## src/include/vic_consts.vh

```
// Constants of the vectored interrupt controller: register offsets, fields, vectors
`ifndef VIC_CONSTS_VH
`define VIC_CONSTS_VH
// ****************************************************************
// Register byte offsets
// ****************************************************************
`define VIC_CTRL0_OFS 12'h000
`define VIC_CTRL1_OFS 12'h004
`define VIC_CTRL2_OFS 12'h008
`define VIC_GRP0_OFS 12'h00C
`define VIC_GRP1_OFS 12'h010
`define VIC_GRP2_OFS 12'h014
`define VIC_EDGE_OFS 12'h018
`define VIC_PER0_OFS 12'h01C
`define VIC_PER1_OFS 12'h020
`define VIC_PSC_OFS 12'h024
`define VIC_VEC_OFS 12'h028
// ****************************************************************
// Edge select codes, two bits per pin
// ****************************************************************
`define VIC_EDGE_OFF 2'h0
`define VIC_EDGE_RISE 2'h1
`define VIC_EDGE_FALL 2'h2
`define VIC_EDGE_BOTH 2'h3
// ****************************************************************
// Vector numbers in priority order, lowest number wins
// ****************************************************************
`define VIC_VEC_INT0 4'h0
`define VIC_VEC_INT1 4'h1
`define VIC_VEC_SER 4'h2
`define VIC_VEC_SPI2 4'h3
`define VIC_VEC_MF0 4'h4
`define VIC_VEC_MF1 4'h5
`define VIC_VEC_MF2 4'h6
`define VIC_VEC_TB0 4'h7
`define VIC_VEC_TB1 4'h8
`define VIC_VEC_INT2 4'h9
`define VIC_VEC_INT3 4'hA
`define VIC_NUM_VEC 11
// ****************************************************************
// Time base
// ****************************************************************
`define VIC_XTAL_PRE_DIV 3'h7
`define VIC_PER_BASE_LOG2 8
`define VIC_RESET_VAL 8'h00
`endif

```

## src/vic_top.v

```verilog
// Vectored interrupt controller with APB register file and two time bases
// Notes on behaviour
// Vector a pin interrupt when enabled, stack not full, selected edge seen.
// Servicing a pin interrupt clears its flag and the global enable.
// Edge select per pin: rising, falling, both, or disabled.
// A group flag sets whenever any member source flag becomes set.
// Vector a group when enabled, stack not full, any member requests.
// Servicing a group clears only the group flag and global enable.
// Software clears group member flags itself; service never clears them.
// Each timer has A-match and P-match flags with their own enables.
// Timer match vectors only with global, source and group enables set.
// Supply-low flag sets on low report; vectors with global, source, group enables.
// Supply-low flag stays set after group service until software clears.
// Write-done flag sets at write end; vectors with global, source, group enables.
// Write-done flag stays set after service until software clears.
// SPI or I2C events set the serial module flag.
// Six UART events set the serial module flag.
// Serial module needs global and own enable; service clears flag and global.
// Service leaves UART status flags alone.
// Second serial flag sets per byte; vectors with global and own enable.
// Servicing second serial clears its flag and global enable.
// Each period flag sets on its divider overflow; needs global and own enable.
// Servicing a period interrupt clears its flag and global enable.
// Period clock is crystal over eight, then a selectable divider.
// Any flag rising wakes the device regardless of enables.
// Return-from-irq sets global enable; plain return leaves it clear.
// Simultaneous requests: one vector granted by fixed priority, rest pending.
// Flags latch even when disabled and hold until serviced or cleared.
`timescale 1ns/1ns
`include "vic_consts.vh"
module vic_top (
   // APB slave
   input wire pclk,
   input wire presetn,
   input wire psel,
   input wire penable,
   input wire pwrite,
   input wire [11:0] paddr,
   input wire [31:0] pwdata,
   output wire [31:0] prdata,
   output wire pready,
   output wire pslverr,
   // External interrupt pins
   input wire [3:0] irq_pin,
   // Peripheral event pulses
   input wire [5:0] tmr_match_evt,
   input wire supply_low_evt,
   input wire nvm_write_done_evt,
   input wire [3:0] serial_sync_evt,
   input wire [5:0] uart_evt,
   input wire second_serial_evt,
   input wire low_speed_crystal_tick,
   // CPU core sequencer
   input wire stack_full,
   input wire irq_ack,
   input wire return_from_irq_instr,
   output reg irq_req,
   output reg [3:0] irq_vector,
   output reg wake_up
);
   // ****************************************************************
   // Registers
   // ****************************************************************
   reg global_irq_enable_r;
   reg [3:0] pin_irq_flags_r;
   reg [3:0] pin_irq_enables_r;
   reg serial_module_flag_r;
   reg serial_module_enable_r;
   reg second_serial_flag_r;
   reg second_serial_enable_r;
   reg [2:0] group_irq_flag_r;
   reg [2:0] group_irq_enable_r;
   reg period0_flag_r;
   reg period1_flag_r;
   reg period0_enable_r;
   reg period1_enable_r;
   reg [5:0] tmr_flag_r;
   reg [5:0] tmr_enable_r;
   reg supply_low_flag_r;
   reg supply_low_enable_r;
   reg nvm_write_done_flag_r;
   reg nvm_write_done_enable_r;
   reg [7:0] edge_select_reg_r;
   reg [7:0] period0_control_reg_r;
   reg [7:0] period1_control_reg_r;
   reg [1:0] psc_en_r;
   reg [3:0] pin_prev_r;
   reg [2:0] xtal_div_r;
   reg [14:0] per0_cnt_r;
   reg [14:0] per1_cnt_r;
   reg [31:0] prdata_r;
   reg [31:0] flags_prev_r;
   // ****************************************************************
   // Helper functions
   // ****************************************************************
   // Edge match for one pin under its two-bit select
   function edge_hit;
      input [1:0] sel;
      input prev;
      input cur;
      begin
         case (sel)
            `VIC_EDGE_RISE: edge_hit = ~prev & cur;
            `VIC_EDGE_FALL: edge_hit = prev & ~cur;
            `VIC_EDGE_BOTH: edge_hit = prev ^ cur;
            default: edge_hit = 1'b0;
         endcase
      end
   endfunction
   // Overflow of a period counter at the selected bit width
   function per_ovf;
      input [14:0] cnt;
      input [2:0] sel;
      reg [15:0] lim;
      begin
         lim = 16'h0000;
         lim = (16'h0001 << (`VIC_PER_BASE_LOG2 + sel)) - 16'h0001;
         per_ovf = ({1'b0, cnt} >= lim);
      end
   endfunction
   // ****************************************************************
   // Bus decode
   // ****************************************************************
   wire wr_en = psel & penable & pwrite;
   wire rd_en = psel & penable & ~pwrite;
   wire addr_ok = (paddr[1:0] == 2'h0) && (paddr <= `VIC_VEC_OFS);
   assign pready = 1'b1;
   assign pslverr = psel & penable & ~addr_ok;
   assign prdata = prdata_r;
   wire wr_ctrl0 = wr_en && (paddr == `VIC_CTRL0_OFS);
   wire wr_ctrl1 = wr_en && (paddr == `VIC_CTRL1_OFS);
   wire wr_ctrl2 = wr_en && (paddr == `VIC_CTRL2_OFS);
   wire wr_grp0 = wr_en && (paddr == `VIC_GRP0_OFS);
   wire wr_grp1 = wr_en && (paddr == `VIC_GRP1_OFS);
   wire wr_grp2 = wr_en && (paddr == `VIC_GRP2_OFS);
   // ****************************************************************
   // Event detection
   // ****************************************************************
   // per-pin edge select
   wire [3:0] pin_evt;
   genvar gi;
   generate
      for (gi = 0; gi < 4; gi = gi + 1) begin : g_pin
         assign pin_evt[gi] = edge_hit(edge_select_reg_r[2*gi+1:2*gi], pin_prev_r[gi], irq_pin[gi]);
      end
   endgenerate
   // serial events merge; UART status is never touched here
   wire ser_evt = (|serial_sync_evt) | (|uart_evt);
   // crystal over eight, then the selected divider
   wire psc_tick = low_speed_crystal_tick && (xtal_div_r == `VIC_XTAL_PRE_DIV);
   wire per0_run = period0_control_reg_r[7] & psc_en_r[0];
   wire per1_run = period1_control_reg_r[7] & psc_en_r[1];
   wire per0_evt = per0_run & psc_tick & per_ovf(per0_cnt_r, period0_control_reg_r[2:0]);
   wire per1_evt = per1_run & psc_tick & per_ovf(per1_cnt_r, period1_control_reg_r[2:0]);
   // ****************************************************************
   // Request and priority
   // ****************************************************************
   // member requests need source enables
   wire [2:0] grp_member_req;
   assign grp_member_req[0] = |(tmr_flag_r[3:0] & tmr_enable_r[3:0]);
   assign grp_member_req[1] = |(tmr_flag_r[5:4] & tmr_enable_r[5:4]);
   assign grp_member_req[2] = (supply_low_flag_r & supply_low_enable_r) |
      (nvm_write_done_flag_r & nvm_write_done_enable_r);
   wire [10:0] pend;
   assign pend = {pin_irq_flags_r[3] & pin_irq_enables_r[3],
      pin_irq_flags_r[2] & pin_irq_enables_r[2],
      period1_flag_r & period1_enable_r,
      period0_flag_r & period0_enable_r,
      group_irq_flag_r & group_irq_enable_r & grp_member_req,
      second_serial_flag_r & second_serial_enable_r,
      serial_module_flag_r & serial_module_enable_r,
      pin_irq_flags_r[1] & pin_irq_enables_r[1],
      pin_irq_flags_r[0] & pin_irq_enables_r[0]};
   // fixed priority, lowest index first
   reg [3:0] win_idx;
   integer k;
   always @* begin
      win_idx = 4'h0;
      for (k = `VIC_NUM_VEC - 1; k >= 0; k = k - 1) begin
         if (pend[k]) begin
            win_idx = k[3:0];
         end
      end
   end
   // request only with global enable and stack room
   wire req_nxt = global_irq_enable_r & ~stack_full & (|pend);
   wire svc = irq_ack & irq_req;
   wire [10:0] svc_hot = svc ? (11'h001 << irq_vector) : 11'h000;
   // Request output registered so the vector is stable when the core acks
   always @(posedge pclk or negedge presetn) begin
      if (!presetn) begin
         irq_req <= 1'b0;
         irq_vector <= 4'h0;
      end else begin
         irq_req <= req_nxt & ~svc;
         irq_vector <= win_idx;
      end
   end
   // ****************************************************************
   // Flags and enables
   // ****************************************************************
   // Set beats clear in every flag below
   always @(posedge pclk or negedge presetn) begin
      if (!presetn) begin
         global_irq_enable_r <= 1'b0;
         pin_irq_flags_r <= 4'h0;
         pin_irq_enables_r <= 4'h0;
         serial_module_flag_r <= 1'b0;
         serial_module_enable_r <= 1'b0;
         second_serial_flag_r <= 1'b0;
         second_serial_enable_r <= 1'b0;
         group_irq_flag_r <= 3'h0;
         group_irq_enable_r <= 3'h0;
         period0_flag_r <= 1'b0;
         period1_flag_r <= 1'b0;
         period0_enable_r <= 1'b0;
         period1_enable_r <= 1'b0;
         tmr_flag_r <= 6'h00;
         tmr_enable_r <= 6'h00;
         supply_low_flag_r <= 1'b0;
         supply_low_enable_r <= 1'b0;
         nvm_write_done_flag_r <= 1'b0;
         nvm_write_done_enable_r <= 1'b0;
      end else begin
         // service drops global enable; return restores it
         if (svc) begin
            global_irq_enable_r <= 1'b0;
         end else if (return_from_irq_instr) begin
            global_irq_enable_r <= 1'b1;
         end else if (wr_ctrl0) begin
            global_irq_enable_r <= pwdata[0];
         end
         if (wr_ctrl0) begin
            pin_irq_enables_r[1:0] <= pwdata[2:1];
            serial_module_enable_r <= pwdata[3];
         end
         if (wr_ctrl1) begin
            second_serial_enable_r <= pwdata[0];
            group_irq_enable_r <= pwdata[3:1];
         end
         if (wr_ctrl2) begin
            period0_enable_r <= pwdata[0];
            period1_enable_r <= pwdata[1];
            pin_irq_enables_r[3:2] <= pwdata[3:2];
         end
         if (wr_grp0) begin
            tmr_enable_r[3:0] <= pwdata[3:0];
         end
         if (wr_grp1) begin
            tmr_enable_r[5:4] <= pwdata[1:0];
         end
         if (wr_grp2) begin
            supply_low_enable_r <= pwdata[0];
            nvm_write_done_enable_r <= pwdata[1];
         end
         // pin flags
         pin_irq_flags_r[1:0] <= pin_evt[1:0] | (wr_ctrl0 ? pwdata[5:4] : (pin_irq_flags_r[1:0] & ~svc_hot[1:0]));
         pin_irq_flags_r[3:2] <= pin_evt[3:2] | (wr_ctrl2 ? pwdata[7:6] : (pin_irq_flags_r[3:2] & ~svc_hot[10:9]));
         // serial module flag
         serial_module_flag_r <= ser_evt | (wr_ctrl0 ? pwdata[6] : (serial_module_flag_r & ~svc_hot[2]));
         // second serial flag
         second_serial_flag_r <= second_serial_evt | (wr_ctrl1 ? pwdata[4] : (second_serial_flag_r & ~svc_hot[3]));
         // period flags
         period0_flag_r <= per0_evt | (wr_ctrl2 ? pwdata[4] : (period0_flag_r & ~svc_hot[7]));
         period1_flag_r <= per1_evt | (wr_ctrl2 ? pwdata[5] : (period1_flag_r & ~svc_hot[8]));
         // group flags follow member flag sets, clear on service
         group_irq_flag_r <= {supply_low_evt | nvm_write_done_evt, |tmr_match_evt[5:4], |tmr_match_evt[3:0]} |
            (wr_ctrl1 ? pwdata[7:5] : (group_irq_flag_r & ~svc_hot[6:4]));
         // member flags: only software clears
         tmr_flag_r[3:0] <= tmr_match_evt[3:0] | (wr_grp0 ? pwdata[7:4] : tmr_flag_r[3:0]);
         tmr_flag_r[5:4] <= tmr_match_evt[5:4] | (wr_grp1 ? pwdata[5:4] : tmr_flag_r[5:4]);
         supply_low_flag_r <= supply_low_evt | (wr_grp2 ? pwdata[4] : supply_low_flag_r);
         nvm_write_done_flag_r <= nvm_write_done_evt | (wr_grp2 ? pwdata[5] : nvm_write_done_flag_r);
      end
   end
   // ****************************************************************
   // Configuration, time base and wake
   // ****************************************************************
   wire [31:0] flags_now = {7'h00, tmr_flag_r, supply_low_flag_r, nvm_write_done_flag_r, group_irq_flag_r,
      period1_flag_r, period0_flag_r, second_serial_flag_r, serial_module_flag_r, pin_irq_flags_r, 6'h00};
   always @(posedge pclk or negedge presetn) begin
      if (!presetn) begin
         edge_select_reg_r <= `VIC_RESET_VAL;
         period0_control_reg_r <= `VIC_RESET_VAL;
         period1_control_reg_r <= `VIC_RESET_VAL;
         psc_en_r <= 2'h0;
         pin_prev_r <= 4'h0;
         xtal_div_r <= 3'h0;
         per0_cnt_r <= 15'h0000;
         per1_cnt_r <= 15'h0000;
         flags_prev_r <= 32'h00000000;
         wake_up <= 1'b0;
      end else begin
         pin_prev_r <= irq_pin;
         if (wr_en && paddr == `VIC_EDGE_OFS) begin
            edge_select_reg_r <= pwdata[7:0];
         end
         if (wr_en && paddr == `VIC_PER0_OFS) begin
            period0_control_reg_r <= pwdata[7:0] & 8'h87;
         end
         if (wr_en && paddr == `VIC_PER1_OFS) begin
            period1_control_reg_r <= pwdata[7:0] & 8'h87;
         end
         if (wr_en && paddr == `VIC_PSC_OFS) begin
            psc_en_r <= pwdata[1:0];
         end
         // prescaler of eight crystal ticks
         if (low_speed_crystal_tick) begin
            xtal_div_r <= xtal_div_r + 3'h1;
         end
         // Counters restart when stopped; the prescaler runs free, so the first period after an enable can be up to seven crystal ticks short
         if (!per0_run) begin
            per0_cnt_r <= 15'h0000;
         end else if (psc_tick) begin
            per0_cnt_r <= per0_evt ? 15'h0000 : per0_cnt_r + 15'h0001;
         end
         if (!per1_run) begin
            per1_cnt_r <= 15'h0000;
         end else if (psc_tick) begin
            per1_cnt_r <= per1_evt ? 15'h0000 : per1_cnt_r + 15'h0001;
         end
         // rising flag wakes, enables ignored
         flags_prev_r <= flags_now;
         wake_up <= |(flags_now & ~flags_prev_r);
      end
   end
   // ****************************************************************
   // Read data
   // ****************************************************************
   always @(posedge pclk or negedge presetn) begin
      if (!presetn) begin
         prdata_r <= 32'h00000000;
      end else if (psel & ~penable & ~pwrite) begin
         case (paddr)
            `VIC_CTRL0_OFS: prdata_r <= {25'h0, serial_module_flag_r, pin_irq_flags_r[1:0], serial_module_enable_r,
               pin_irq_enables_r[1:0], global_irq_enable_r};
            `VIC_CTRL1_OFS: prdata_r <= {24'h0, group_irq_flag_r, second_serial_flag_r, group_irq_enable_r,
               second_serial_enable_r};
            `VIC_CTRL2_OFS: prdata_r <= {24'h0, pin_irq_flags_r[3:2], period1_flag_r, period0_flag_r,
               pin_irq_enables_r[3:2], period1_enable_r, period0_enable_r};
            `VIC_GRP0_OFS: prdata_r <= {24'h0, tmr_flag_r[3:0], tmr_enable_r[3:0]};
            `VIC_GRP1_OFS: prdata_r <= {26'h0, tmr_flag_r[5:4], 2'h0, tmr_enable_r[5:4]};
            `VIC_GRP2_OFS: prdata_r <= {26'h0, nvm_write_done_flag_r, supply_low_flag_r, 2'h0,
               nvm_write_done_enable_r, supply_low_enable_r};
            `VIC_EDGE_OFS: prdata_r <= {24'h0, edge_select_reg_r};
            `VIC_PER0_OFS: prdata_r <= {24'h0, period0_control_reg_r};
            `VIC_PER1_OFS: prdata_r <= {24'h0, period1_control_reg_r};
            `VIC_PSC_OFS: prdata_r <= {30'h0, psc_en_r};
            `VIC_VEC_OFS: prdata_r <= {27'h0, irq_req, irq_vector};
            default: prdata_r <= 32'h00000000;
         endcase
      end
   end
   wire unused_rd = rd_en;
endmodule // vic_top

```

## config.mk

```make
export PLATFORM = sky130hd
export DESIGN_NAME = vic_top
export DESIGN_NICKNAME = d
export VERILOG_FILES = /design/src/vic_top.v
export VERILOG_INCLUDE_DIRS = /design/src /design/src/include
export SDC_FILE = /design/constraint.sdc
export NUM_CORES = 1
export LEC_CHECK = 0
export BUFFER_PORTS_ARGS = -buffer_cell sky130_fd_sc_hd__buf_2
export CAP_MARGIN = 20
export CORE_ASPECT_RATIO = 0.8
export CORE_UTILIZATION = 50
export DETAILED_ROUTE_END_ITERATION = 16
export GPL_TIMING_DRIVEN = 0
export MAX_ROUTING_LAYER = met4
export PLACE_DENSITY = 0.72
export SKIP_CTS_REPAIR_TIMING = 1
export SYNTH_ARGS = -nofsm -noshare
export SYNTH_HDL_FRONTEND = slang
export SYNTH_SLANG_ARGS = --single-unit
```

## constraint.sdc

```tcl
create_clock -name pclk -period 7 [get_ports pclk]
set_clock_uncertainty 0.05 [all_clocks]
set_input_delay 1.05 -clock pclk [delete_from_list [all_inputs] [get_ports pclk]]
set_output_delay 1.05 -clock pclk [all_outputs]
set_load 0.05 [all_outputs]
```

==> out/metrics.yaml <==
fp.coreArea_um2: 13700
r2r_start: "period1_control_reg_r[2]"
hold_path_class: "reg -> reg"
start_util_pct: 51.8
reg2regPathDepth: 9
critPathLaunch: "paddr[9]"
dpl.cell_count: 987
synth_edf_count: 0
cts.sinks: 127
status: "finished, final reports clean"
setup_viol: 0
grt_pass1_vias: 5949
multiInputGateArea_um2: 3540
reg2reg_slack_ps: 4000
dr.pass1.iters: 5
antennaDiodeCount: 0
fillers: 1185
drt_iter0_markers: 609
setup_tns_ps: 0
place_hpwl_mm: 15.0
die_area_um2: 14700
reg2reg_to: "per1_cnt_r[5]"
wire_per_inst_um: 20.2
power_density_nw_per_um2: 221
crit_type: "in -> out"
synth.distinct_cells: 69
synth.yosys.seq_area_share_pct: 44.7
stdcell_count: 1019
drv_cap: 0
syn_area_um2: 7120
place_congestion: 0.995
yosysWarnings: 0
portBuffers: 62
start_kind: "primary input"
cts_buffers: 17
netSwitchingFraction_pct: 23.8
nets: 928
crit_fanout: 10
drc: 0
final-seq-area_um2: 3180
worstPathRequired_ps: 5900
rsz0062_at_grt: "false"
postSynth.asyncResetShare_pct: 100
synthCells: 720
end_kind: "primary output"
p_seq_share_pct: 40.7
p_leak_nw: 3.88
grt_max_degree: 71
combPwrFrac_pct: 8.1
wl_mm: 20.5
min_from: "tmr_flag_r[4]"
ir_drop_mv: 0.180
grt.overflow.total: 0
cts.clk_slew.worst_paths_ps: 50
worst_pin_slew_ps: 845
die_h_um: 109
clock_latency_ps: 440
hold_slack_ps: 386
endpoint: "pslverr"
fmax_mhz: 270
rows: 38
die_w_um: 135
grt_pass1_wl_mm: 32.5
cts_tree: "built"
cts_max_level: 4
syn_to_final_growth_pct: 18.2
power.switching_w: 0.000442
antenna_found_initial: 0
ys.flop_type: "dfrtp_1"
io_pins: 116
clockRootBuffer: "clkbuf_16"
track_usage_pct: 30.6
ys_ff_latch: 127
antenna_left: 0
avgSynthCellArea_um2: 9.88
arrival_ps: 2600
clock_path_buffers: 2
vias: 6273
post-route-period-util_pct: 52.9
layout-drive-gt1-share_pct: 22.6
slew_headroom_pct: 42.9
via_per_inst: 6.16
drv_slew: 0
p_clk_share_pct: 51.2
internal-power_w: 0.00142
min_period_ps: 3700
hold_viol_final: 0
how the worst min path moves through the flow:
stage / to / slack [ps] / depth (start not counted)
after global placement: flags_prev_r[23] / 370 / 0
after global routing: flags_prev_r[23] / 400 / 0
final: flags_prev_r[23] / 390 / 0
after floorplan: flags_prev_r[22] / 340 / 0
after detailed placement: flags_prev_r[23] / 370 / 0
after CTS: flags_prev_r[23] / 380 / 0
synth_stat cells, drive strengths merged, types with 13 or more instances:
cell type,count,area share [%]
nor4,15,1.8
nand4,21,1.8
nand3,28,2.0
a21oi,24,1.7
nor2,36,1.9
dfrtp,127,45
inv,42,2.2
nand3b,15,1.6
ha,26,4.6
a31oi,44,3.9
nand2,64,3.4
o21ai,28,2.0
clkbuf,19,1.0
mux2,43,7.0
nor3,13,1.2
buf,39,3.5
critical path, cell delays in order:
cell and delay, ps:
buf_2 100, nor4_2 410, nand2_2 230, buf_2 260, nor2_1 230, a21oi_1 90, buf_2 220
placed cells by master (no fill, tap or decap), types with 24 or more instances in the layout:
cell type	Yosys	routed
buf_2	9	71
a21oi_1	24	24
ha_1	26	26
nor2_1	36	36
inv_1	42	42
mux2_2	39	39
a31oi_1	44	44
nand3_1	27	27
conb_1	2	25
buf_4	25	25
nand2_1	63	63
dfrtp_1	127	127
o21ai_0	28	28
power groups by stage:
stage / clock, W / combinational (W) / sequential, W
floorplan: 0 / 0.0000902 / 0.000770
global placement: 0 / 0.000143 / 0.000769
detailed placement: 0 / 0.000149 / 0.000771
CTS: 0.000956 / 0.000150 / 0.000758
global route: 0.000994 / 0.000165 / 0.000759
finish: 0.000953 / 0.000150 / 0.000758
state kept, by name (all words and copies together) (netlist names), 4 cells and up:
register,cells
edge_select_reg_r,8
irq_vector,4
period0_control_reg_r,4
flags_prev_r,19
per0_cnt_r,15
tmr_enable_r,6
tmr_flag_r,6
pin_irq_flags_r,4
pin_irq_enables_r,4
per1_cnt_r,15
prdata,8
period1_control_reg_r,4
pin_prev_r,4
cells by family (layout without fill, tap and decap cells):
family,after synthesis,after routing,share of synthesized area (%)
compound gates,171,171,16.2
other cells,2,25,0.106
mux,56,56,8.97
flops,127,127,44.7
fa+ha+maj,26,26,4.57
simple gates,235,235,18.3
xor+xnor,3,3,0.369
buf+inv,100,196,6.75
routing by layer:
metal / track usage, % / wire length [um]
met1: 42.3 / 9310
met2: 44.0 / 9030
met3: 7.81 / 1840
met4: 9.47 / 360
met5: - / 0
final cells by class:
type                       instances  area share [%]
buffer                            58            3.84
multi-input combinational        516            42.1
tap                              180            2.68
sequential                       127            37.8
clock buffer                      22            5.64
clock inverter                    10            1.89
timing repair buffer              64            4.15
inverter                          42            1.87
through the flow:
step                      total power [W]  cell area (um^2)  setup slack (ps)  utilization [%]
after floorplan                  0.000861              7200              3570                -
after global placement           0.000911              7740              3190             56.3
after detailed placement         0.000920              7780              3330             56.6
after global routing              0.00192              8410              3210             61.2
after CTS                         0.00186              8410              3320             61.2
final                             0.00186              8410              3300             61.2
(Power assumes the default switching activity.)
